$ cat src/common/ddh_pkg.sv
// Purpose: constants and types for the drive-side host port logic
// Assumes: core clock of 10 MHz; all host pins arrive asynchronously
// Notes: times are kept in ns and turned into clock counts here
package ddh_pkg;

  localparam int BUS_W = 8;
  localparam int CLK_PERIOD_NS = 100;

  // all times round up to whole clock counts
  localparam int RG_SWITCH_NS = 6000;
  localparam int RG_SWITCH_CYC =
    (RG_SWITCH_NS + CLK_PERIOD_NS - 1) / CLK_PERIOD_NS;
  localparam int RD_VALID_NS = 9000;
  localparam int RD_VALID_CYC =
    (RD_VALID_NS + CLK_PERIOD_NS - 1) / CLK_PERIOD_NS;
  localparam int SEEK_STEP_NS = 3000;
  localparam int SEEK_STEP_CYC =
    (SEEK_STEP_NS + CLK_PERIOD_NS - 1) / CLK_PERIOD_NS;
  localparam int MARK_PULSE_NS = 200;
  localparam int MARK_PULSE_CYC =
    (MARK_PULSE_NS + CLK_PERIOD_NS - 1) / CLK_PERIOD_NS;

  localparam int RG_CNT_W = 8;
  localparam int STEP_W = 8;
  localparam int PULSE_W = 4;
  localparam int SECT_W = 16;

  // register indices on the select lines
  localparam logic [1:0] REG_CMD = 2'h0;
  localparam logic [1:0] REG_CYL = 2'h1;
  localparam logic [1:0] REG_POS = 2'h2;

  // status byte bit positions
  localparam int ST_READY = 0;
  localparam int ST_FAULT = 1;
  localparam int ST_SEEK = 2;
  localparam int ST_SPUN = 3;
  localparam int ST_WPROT = 4;
  localparam int ST_RDVALID = 5;

  localparam logic [BUS_W-1:0] CYL_RST = 8'h00;
  localparam logic [BUS_W-1:0] BUS_ZERO = 8'h00;

  // sector length in servo clock rising edges, per switch setting
  localparam logic [SECT_W-1:0] SECT_LEN_0 = 16'h0080;
  localparam logic [SECT_W-1:0] SECT_LEN_1 = 16'h0100;
  localparam logic [SECT_W-1:0] SECT_LEN_2 = 16'h0200;
  localparam logic [SECT_W-1:0] SECT_LEN_3 = 16'h0400;

  localparam logic [2:0] HEAD_MAX = 3'h4;
  localparam logic [2:0] HEAD_DEFAULT = 3'h0;

  typedef enum logic [BUS_W-1:0] {
    CMD_SEEK = 8'h01,
    CMD_RESTORE = 8'h02,
    CMD_FAULT_CLR = 8'h03,
    CMD_SPIN_UP = 8'h04,
    CMD_SPIN_DOWN = 8'h05
  } ddh_cmd_t;

  typedef enum logic [1:0] {
    CARR_IDLE = 2'b00,
    CARR_SEEK = 2'b01,
    CARR_RESTORE = 2'b10
  } ddh_carr_t;

endpackage

$ cat src/verilog/ddh_drive_if.sv
// Purpose: drive-side logic of the host port, register bus and data path
// Assumes: every pin input is asynchronous to core_clk
// Notes: open-collector outputs pull low while their enable is high
`timescale 1ns/1ps

////////////////////////////////////////////////////////////////////////////////
// two-flop synchroniser with a chosen idle value
module ddh_sync #(
  parameter int W = 1,
  parameter logic [W-1:0] INIT = '0
) (
  input wire logic core_clk,
  input wire logic rst_n,
  input wire logic [W-1:0] d,
  output logic [W-1:0] q
);
  logic [W-1:0] meta_r;

  always_ff @(posedge core_clk or negedge rst_n)
  begin
    if (!rst_n)
    begin
      meta_r <= INIT;
      q <= INIT;
    end
    else
    begin
      meta_r <= d;
      q <= meta_r;
    end
  end
endmodule

////////////////////////////////////////////////////////////////////////////////
module ddh_drive_if (
  input wire logic core_clk,
  input wire logic rst_n,
  input wire logic [ddh_pkg::BUS_W-1:0] host_data_bus_in,
  output logic [ddh_pkg::BUS_W-1:0] host_data_bus_out,
  output logic host_data_bus_oe,
  input wire logic [1:0] register_select_lines,
  input wire logic rd_n,
  input wire logic wr_n,
  input wire logic host_reset_n,
  input wire logic [3:0] drive_select_n,
  input wire logic [2:0] head_select_n,
  input wire logic write_gate_n,
  input wire logic read_gate_n,
  input wire logic write_data,
  input wire logic write_clk_in,
  output logic write_clk_out,
  output logic write_clk_oe,
  input wire logic servo_clk,
  input wire logic servo_index,
  input wire logic data_recovery_oscillator_clk,
  input wire logic data_recovery_oscillator_data,
  input wire logic spindle_at_speed,
  input wire logic [1:0] sw_drive_addr,
  input wire logic [1:0] sw_sector_len,
  input wire logic sw_write_protect,
  input wire logic sw_wclk_from_drive,
  output logic ready_n_out,
  output logic ready_n_oe,
  output logic index_n_out,
  output logic index_n_oe,
  output logic sector_mark_n_out,
  output logic sector_mark_n_oe,
  output logic read_ref_clk,
  output logic read_data,
  output logic pll_acquire,
  output logic [2:0] head_sel,
  output logic write_current_en,
  output logic write_bit,
  output logic write_bit_stb,
  output logic spindle_run,
  output logic drive_fault
);
  import ddh_pkg::*;

  //////////////////////////////////////////////////////////////////////////////
  // synchronised pins
  logic rd_n_s, wr_n_s, hrst_n_s, wg_n_s, rg_n_s;
  logic [3:0] dsel_n_s;
  logic [2:0] hsel_n_s;
  logic [BUS_W-1:0] bus_s;
  logic [1:0] rsel_s, addr_s, slen_s;
  logic wdata_s, wclk_s, sclk_s, sidx_s, dclk_s, ddata_s, speed_s;
  logic wprot_s, wcdir_s;

  ddh_sync #(.W(12), .INIT(12'hFFF)) u_sync_low (
    .core_clk(core_clk),
    .rst_n(rst_n),
    .d({rd_n, wr_n, host_reset_n, drive_select_n, head_select_n,
        write_gate_n, read_gate_n}),
    .q({rd_n_s, wr_n_s, hrst_n_s, dsel_n_s, hsel_n_s, wg_n_s, rg_n_s})
  );

  ddh_sync #(.W(23), .INIT(23'h000000)) u_sync_high (
    .core_clk(core_clk),
    .rst_n(rst_n),
    .d({host_data_bus_in, register_select_lines, write_data, write_clk_in,
        servo_clk, servo_index, data_recovery_oscillator_clk,
        data_recovery_oscillator_data, spindle_at_speed, sw_drive_addr,
        sw_sector_len, sw_write_protect, sw_wclk_from_drive}),
    .q({bus_s, rsel_s, wdata_s, wclk_s, sclk_s, sidx_s, dclk_s, ddata_s,
        speed_s, addr_s, slen_s, wprot_s, wcdir_s})
  );

  //////////////////////////////////////////////////////////////////////////////
  // selection and edge detection
  logic selected;
  logic wr_prev_r, hrst_prev_r, sclk_prev_r, sidx_prev_r, wclk_prev_r;
  logic wr_fall, hrst_fall, sclk_rise, sidx_rise, wclk_fall, wclk_src;
  logic hrst_act, rg_act, wg_act;
  logic ref_clk_r;

  assign selected = ~dsel_n_s[addr_s];
  assign wclk_src = wcdir_s ? ref_clk_r : wclk_s;
  assign wr_fall = wr_prev_r & ~wr_n_s & selected;
  assign hrst_fall = hrst_prev_r & ~hrst_n_s;
  assign hrst_act = ~hrst_n_s;
  assign sclk_rise = ~sclk_prev_r & sclk_s;
  assign sidx_rise = ~sidx_prev_r & sidx_s;
  assign wclk_fall = wclk_prev_r & ~wclk_src;
  assign rg_act = selected & ~rg_n_s;
  assign wg_act = selected & ~wg_n_s;

  always_ff @(posedge core_clk or negedge rst_n)
  begin
    if (!rst_n)
    begin
      wr_prev_r <= 1'b1;
      hrst_prev_r <= 1'b1;
      sclk_prev_r <= 1'b0;
      sidx_prev_r <= 1'b0;
      wclk_prev_r <= 1'b0;
    end
    else
    begin
      wr_prev_r <= wr_n_s;
      hrst_prev_r <= hrst_n_s;
      sclk_prev_r <= sclk_s;
      sidx_prev_r <= sidx_s;
      wclk_prev_r <= wclk_src;
    end
  end

  //////////////////////////////////////////////////////////////////////////////
  // register writes and command decode
  logic cmd_wr;
  logic [BUS_W-1:0] cyl_tgt_r, cur_cyl_r;
  logic spun_r, fault_r, ready_r, skip_r, wr_bad;
  ddh_carr_t carr_r;

  assign cmd_wr = wr_fall & (rsel_s == REG_CMD);

  always_ff @(posedge core_clk or negedge rst_n)
  begin
    if (!rst_n)
      cyl_tgt_r <= CYL_RST;
    else if (hrst_act)
      cyl_tgt_r <= CYL_RST;
    else if (wr_fall && rsel_s == REG_CYL)
      cyl_tgt_r <= bus_s;
  end

  // spindle state survives a host reset
  always_ff @(posedge core_clk or negedge rst_n)
  begin
    if (!rst_n)
      spun_r <= 1'b0;
    else if (cmd_wr && bus_s == CMD_SPIN_UP)
      spun_r <= 1'b1;
    else if (cmd_wr && bus_s == CMD_SPIN_DOWN)
      spun_r <= 1'b0;
  end

  //////////////////////////////////////////////////////////////////////////////
  // carriage positioning
  logic [STEP_W-1:0] step_cnt_r;
  logic step_tick;

  assign step_tick = (step_cnt_r == STEP_W'(SEEK_STEP_CYC - 1));

  always_ff @(posedge core_clk or negedge rst_n)
  begin
    if (!rst_n)
      step_cnt_r <= '0;
    else if (carr_r == CARR_IDLE || step_tick)
      step_cnt_r <= '0;
    else
      step_cnt_r <= step_cnt_r + STEP_W'(1);
  end

  always_ff @(posedge core_clk or negedge rst_n)
  begin
    if (!rst_n)
    begin
      carr_r <= CARR_IDLE;
      cur_cyl_r <= CYL_RST;
    end
    else if (hrst_fall)
      carr_r <= spun_r ? CARR_RESTORE : CARR_IDLE;
    else
    begin
      unique case (carr_r)
        CARR_IDLE:
        begin
          if (cmd_wr && bus_s == CMD_RESTORE)
            carr_r <= CARR_RESTORE;
          else if (cmd_wr && bus_s == CMD_SEEK && ready_r)
            carr_r <= CARR_SEEK;
        end
        CARR_SEEK:
        begin
          if (step_tick)
          begin
            if (cur_cyl_r == cyl_tgt_r)
              carr_r <= CARR_IDLE;
            else if (cur_cyl_r < cyl_tgt_r)
              cur_cyl_r <= cur_cyl_r + BUS_W'(1);
            else
              cur_cyl_r <= cur_cyl_r - BUS_W'(1);
          end
        end
        CARR_RESTORE:
        begin
          if (step_tick)
          begin
            if (cur_cyl_r == CYL_RST)
              carr_r <= CARR_IDLE;
            else
              cur_cyl_r <= cur_cyl_r - BUS_W'(1);
          end
        end
        default:
          carr_r <= CARR_IDLE;
      endcase
    end
  end

  //////////////////////////////////////////////////////////////////////////////
  // ready and fault
  always_ff @(posedge core_clk or negedge rst_n)
  begin
    if (!rst_n)
      ready_r <= 1'b0;
    else
      ready_r <= spun_r & speed_s & (carr_r == CARR_IDLE) & ~fault_r
                 & ~(cmd_wr && bus_s == CMD_SEEK);
  end

  assign wr_bad = ~ready_r | wprot_s | skip_r | rg_act;

  // a new fault wins over the clear command in the same cycle
  always_ff @(posedge core_clk or negedge rst_n)
  begin
    if (!rst_n)
      fault_r <= 1'b0;
    else if (wg_act && wr_bad)
      fault_r <= 1'b1;
    else if (hrst_act || (cmd_wr && bus_s == CMD_FAULT_CLR))
      fault_r <= 1'b0;
  end

  //////////////////////////////////////////////////////////////////////////////
  // index, sector marks and the protected skip area
  logic [SECT_W-1:0] sect_cnt_r, sect_len;
  logic [PULSE_W-1:0] idx_pulse_r, sm_pulse_r;
  logic sect_hit;

  always_comb
  begin
    unique case (slen_s)
      2'h0: sect_len = SECT_LEN_0;
      2'h1: sect_len = SECT_LEN_1;
      2'h2: sect_len = SECT_LEN_2;
      2'h3: sect_len = SECT_LEN_3;
    endcase
  end

  // index opens sector zero itself; no mark at the index
  assign sect_hit = sclk_rise && !sidx_rise
                    && (sect_cnt_r == sect_len - SECT_W'(1));

  always_ff @(posedge core_clk or negedge rst_n)
  begin
    if (!rst_n)
      sect_cnt_r <= '0;
    else if (sidx_rise || sect_hit)
      sect_cnt_r <= '0;
    else if (sclk_rise)
      sect_cnt_r <= sect_cnt_r + SECT_W'(1);
  end

  always_ff @(posedge core_clk or negedge rst_n)
  begin
    if (!rst_n)
      idx_pulse_r <= '0;
    else if (sidx_rise)
      idx_pulse_r <= PULSE_W'(MARK_PULSE_CYC);
    else if (idx_pulse_r != '0)
      idx_pulse_r <= idx_pulse_r - PULSE_W'(1);
  end

  always_ff @(posedge core_clk or negedge rst_n)
  begin
    if (!rst_n)
      sm_pulse_r <= '0;
    else if (sect_hit)
      sm_pulse_r <= PULSE_W'(MARK_PULSE_CYC);
    else if (sm_pulse_r != '0)
      sm_pulse_r <= sm_pulse_r - PULSE_W'(1);
  end

  always_ff @(posedge core_clk or negedge rst_n)
  begin
    if (!rst_n)
      skip_r <= 1'b0;
    else if (sidx_rise)
      skip_r <= 1'b1;
    else if (sect_hit)
      skip_r <= 1'b0;
  end

  //////////////////////////////////////////////////////////////////////////////
  // read gate, reference clock and read data
  logic [RG_CNT_W-1:0] rg_cnt_r;
  logic use_dro, rd_valid;

  assign use_dro = (rg_cnt_r >= RG_CNT_W'(RG_SWITCH_CYC));
  assign rd_valid = (rg_cnt_r == RG_CNT_W'(RD_VALID_CYC));

  always_ff @(posedge core_clk or negedge rst_n)
  begin
    if (!rst_n)
      rg_cnt_r <= '0;
    else if (!rg_act)
      rg_cnt_r <= '0;
    else if (!rd_valid)
      rg_cnt_r <= rg_cnt_r + RG_CNT_W'(1);
  end

  always_ff @(posedge core_clk or negedge rst_n)
  begin
    if (!rst_n)
    begin
      ref_clk_r <= 1'b0;
      read_data <= 1'b0;
      pll_acquire <= 1'b0;
    end
    else
    begin
      ref_clk_r <= use_dro ? dclk_s : sclk_s;
      read_data <= rd_valid & ddata_s;
      pll_acquire <= rg_act;
    end
  end

  //////////////////////////////////////////////////////////////////////////////
  // head select and write path
  logic [2:0] head_code;

  assign head_code = ~hsel_n_s;

  always_ff @(posedge core_clk or negedge rst_n)
  begin
    if (!rst_n)
      head_sel <= HEAD_DEFAULT;
    else if (selected)
      head_sel <= (head_code > HEAD_MAX) ? HEAD_DEFAULT : head_code;
  end

  always_ff @(posedge core_clk or negedge rst_n)
  begin
    if (!rst_n)
    begin
      write_current_en <= 1'b0;
      write_bit <= 1'b0;
      write_bit_stb <= 1'b0;
    end
    else
    begin
      write_current_en <= wg_act & ~wr_bad & ~fault_r;
      write_bit_stb <= wclk_fall & write_current_en;
      if (wclk_fall)
        write_bit <= wdata_s;
    end
  end

  //////////////////////////////////////////////////////////////////////////////
  // register read port
  logic [BUS_W-1:0] status_byte, rd_mux;

  always_comb
  begin
    status_byte = BUS_ZERO;
    status_byte[ST_READY] = ready_r;
    status_byte[ST_FAULT] = fault_r;
    status_byte[ST_SEEK] = (carr_r != CARR_IDLE);
    status_byte[ST_SPUN] = spun_r;
    status_byte[ST_WPROT] = wprot_s;
    status_byte[ST_RDVALID] = rd_valid;
  end

  always_comb
  begin
    unique case (rsel_s)
      REG_CMD: rd_mux = status_byte;
      REG_CYL: rd_mux = cyl_tgt_r;
      REG_POS: rd_mux = cur_cyl_r;
      default: rd_mux = BUS_ZERO;
    endcase
  end

  always_ff @(posedge core_clk or negedge rst_n)
  begin
    if (!rst_n)
    begin
      host_data_bus_out <= BUS_ZERO;
      host_data_bus_oe <= 1'b0;
    end
    else
    begin
      host_data_bus_out <= rd_mux;
      host_data_bus_oe <= selected & ~rd_n_s;
    end
  end

  //////////////////////////////////////////////////////////////////////////////
  // pin outputs
  assign read_ref_clk = ref_clk_r;
  assign write_clk_out = ref_clk_r;
  assign write_clk_oe = wcdir_s;
  assign ready_n_out = 1'b0;
  assign ready_n_oe = selected & ready_r;
  assign index_n_out = 1'b0;
  assign index_n_oe = selected & (idx_pulse_r != '0);
  assign sector_mark_n_out = 1'b0;
  assign sector_mark_n_oe = selected & (sm_pulse_r != '0);
  assign spindle_run = spun_r;
  assign drive_fault = fault_r;

endmodule

$ cat config.mk
export PLATFORM = sky130hd
export DESIGN_NAME = ddh_drive_if
export DESIGN_NICKNAME = d
export VERILOG_FILES = /design/src/common/ddh_pkg.sv /design/src/verilog/ddh_drive_if.sv
export SDC_FILE = /design/constraint.sdc
export NUM_CORES = 1
export LEC_CHECK = 0
export BUFFER_PORTS_ARGS = -buffer_cell sky130_fd_sc_hd__clkbuf_2
export CAP_MARGIN = 20
export CORE_MARGIN = 2
export CORE_UTILIZATION = 58
export CTS_BUF_LIST = sky130_fd_sc_hd__clkbuf_2
export CTS_CLUSTER_DIAMETER = 150
export DETAILED_ROUTE_END_ITERATION = 16
export PLACE_DENSITY = 0.84
export SLEW_MARGIN = 20
export SYNTH_ARGS = -nofsm -noshare
export SYNTH_HDL_FRONTEND = slang
export SYNTH_SLANG_ARGS = --single-unit
$ cat constraint.sdc
create_clock -name core_clk -period 2.6 [get_ports core_clk]
set_clock_uncertainty 0.15 [all_clocks]
set_input_delay 0.39 -clock core_clk [delete_from_list [all_inputs] [get_ports core_clk]]
set_output_delay 0.39 -clock core_clk [all_outputs]
set_load 0.05 [all_outputs]
==> flow_metrics.tcl <==
set metrics [dict create \
    port_buffers 61 \
    cp-start-kind "flop" \
    routed_via_density 5.35 \
    antenna_found_initial 1 \
    cts-buffers-inserted 17 \
    crit_path_end_kind "output port" \
    utilization_pct 71.5 \
    cts_buffer_depth 2 \
    dpl_cell_area_um2 6660 \
    ys_top_cells_by_count "dfrtp_1, nor2_1, nand2_1" \
    crit_family "multiplexers" \
    slew_headroom_pct 54.4 \
    p_seq_share_pct 61.5 \
    ys.flop_type "dfrtp_1" \
    fp.dieArea_um2 11400 \
    drv_cap 0 \
    timing.final.ws_setup_ns -0.0172 \
    crit_path_cell_trace "mux4_2 -> buf_8 -> nor2_4 -> buf_8" \
    cts_tree "done" \
    cp_common_cell "buf_8" \
    dieHeight_um 107 \
    power_density_nw_per_um2 582 \
    first_global_vias 4434 \
    ir_worst_vdd_v 0.000468 \
    synth_edf_count 0 \
    violations "negative setup slack" \
    hpwl_um 8080 \
    swShare_pct 27.5 \
    synthToLayoutAreaGrowth_pct 20.0 \
    synth_area_um2 6120 \
    core-area_um2 10300 \
    first_pass_iters 4 \
    comb_power_share_pct 12.8 \
    wire_per_inst_um 15.8 \
    hold_class "in -> reg" \
    period_needed_ns 2.62 \
    drt-total-wl_um 12300 \
    drc_errors 0 \
    fin_nets 683 \
    grt_use_total_pct 24.1 \
    internal_power_mw 3.10 \
    avgSynthCellArea_um2 12.1 \
    grt_overflow 0 \
    yosysMostFrequentCell "dfrtp_1" \
    io_pins 65 \
    max_stage_delay_ns 0.55 \
    floorplan.initialDensity_pct 59.5 \
    grt_max_degree 50 \
    yosysWarningCount 0 \
    r2r_slack_ns 0.03 \
    critical_path_peak_fanout 4 \
    ys_seq_elements 155 \
    final_area_um2 7350 \
    clk_latency_ns 0.71 \
    synth_cell_types 48 \
    holdWs_ns 0.151 \
    worstPathRequired_ns 2.06 \
    syn-instance-count 504 \
    switchingPower_mw 1.18 \
    vias 4155 \
    clkPwrFrac_pct 25.8 \
    setup_viol 2 \
    synth_area_leaders "dfrtp_1, dfstp_2, ha_1" \
    outcome "finished, violations left" \
    finalCritPeriodShare_pct 101 \
    yosysTopAreaCell "dfrtp_1" \
    h-tree-depth 4 \
    synthArstFlopShare_pct 100 \
    ant_nets 0 \
    drt_iter0_markers 303 \
    fmax_ghz 0.382 \
    cts.sinks 155 \
    critPathKind "reg -> out" \
    cp_slowest_cell "mux4_2" \
    layout-drive-gt1-share_pct 22.5 \
    grt_setup_unrepaired "true" \
    cp_num_buf_inv 2 \
    place_ws_ns 0.222 \
    synth-seq-area-share_pct 63.9 \
    p_leak_nw 3.46 \
    cts_root_buf "clkbuf_2" \
    grt_pass1_wl_um 20800 \
    tns_ns -0.0299 \
    rows 37 \
    arrival_ns 2.08 \
    die_x_um 107 \
    place_congestion 0.936 \
    tightest_slew_ns 0.675 \
    hold_viol_final 0 \
    drv_slew 0 \
    synth_top_cell_area_share_pct 52.7 \
    cts.clk_slew.worst_paths_ns 0.22 \
]
final timing paths:
path,start,endpoint,cells after the start
max in group asynchronous,rst_n,u_sync_low.q[3],4
setup reg to reg,u_sync_high.q[4],drive_fault,7
min in group asynchronous,rst_n,step_cnt_r[2],3
hold / removal,register_select_lines[0],u_sync_high.meta_r[13],2
setup / recovery,u_sync_high.q[4],index_n_oe,4
hold reg to reg,u_sync_low.meta_r[9],u_sync_low.q[9],0
sequential cells by signal (all words and copies together), names as in the netlist, 2 cells and up:
register            cells
u_sync_high.meta_r     23
cyl_tgt_r               8
carr_r                  2
host_data_bus_out       8
u_sync_low.meta_r      12
sm_pulse_r              4
cur_cyl_r               8
sect_cnt_r             16
u_sync_high.q          23
idx_pulse_r             4
u_sync_low.q           12
step_cnt_r              8
rg_cnt_r                8
head_sel                3
layout by cell type, fill, tap and decap left out, drive strengths merged, types with 2 or more instances in the layout:
master	count
nor2	51
a31oi	3
mux2i	16
nor4	4
clkinvlp	2
dfrtp	129
nand2	30
or4	3
dlygate4sd3	37
a21oi	14
nand2b	7
and3	11
mux2	3
a211oi	2
nor3	7
o211ai	6
o211a	2
nor3b	3
o21ai	18
conb	3
and2	6
clkinv	9
nand4b	2
or2	3
buf	20
xor2	27
clkbuf	77
nor2b	15
nand4	7
a22o	2
nor4b	3
inv	23
xnor2	12
nand3b	3
nand3	22
or3	3
ha	19
dfstp	26
through the flow:
| step | std cells | total power [mW] |
|---|---|---|
| 2_1_floorplan | 506 | 2.94 |
| 3_3_place_gp | 704 | 3.08 |
| 3_5_place_dp | 704 | 3.11 |
| 5_1_grt | 777 | 4.49 |
| 4_1_cts | 776 | 4.29 |
| 6_report | 777 | 4.28 |
power by group through the flow:
| stage | Clock [mW] | Sequential [mW] | Combinational (mW) |
|---|---|---|---|
| after global routing | 1.24 | 2.65 | 0.601 |
| after global placement | 0 | 2.66 | 0.427 |
| final | 1.10 | 2.63 | 0.546 |
| after floorplan | 0 | 2.70 | 0.235 |
| after detailed placement | 0 | 2.66 | 0.448 |
| after CTS | 1.13 | 2.62 | 0.527 |
cell type report:
type / count / area [µm²]
Antenna cell: 1 / 2.50
Clock buffer: 20 / 100
Clock inverter: 12 / 83.8
Fill cell: 692 / 2930
Inverter: 23 / 86.3
Multi-Input combinational cell: 316 / 2130
Sequential cell: 155 / 3910
Tap cell: 136 / 170
Timing Repair Buffer: 114 / 865
logic make-up after synthesis:
family | synth area share [%]
buffers and inverters | 2.41
DFF | 63.9
and+or+nand+nor | 15.3
adders and majority gates | 3.88
xor gates and xnor gates | 5.58
other | 0.0613
muxes | 3.54
AOI/OAI and AO/OA | 5.32
worst reg2reg max path, stage by stage (launching register included):
cell and delay (ns):
dfrtp_1 0.40, mux4_2 0.55, buf_4 0.17, nor3b_4 0.23
nand3_2 0.13, or3b_4 0.40, or2_1 0.22, a32o_1 0.25
routing by layer:
| metal | part of all wire (%) | GRT usage, % |
|---|---|---|
| met1 | 40 | 29.5 |
| met2 | 52 | 40.1 |
| met3 | 4.7 | 5.90 |
| met4 | 3.2 | 12.2 |
| met5 | 0 | 0 |
timing repair:
action | 4_1_cts | 5_1_grt
buffers inserted | 2 | 0
endpoints found under the hold margin | 166 | 0
hold buffers | 38 | 0
endpoints found under the setup margin | 3 | 4
pin swaps | 1 | 1
gates resized for setup | 17 | 7
Power figures use the tool's default switching activity.
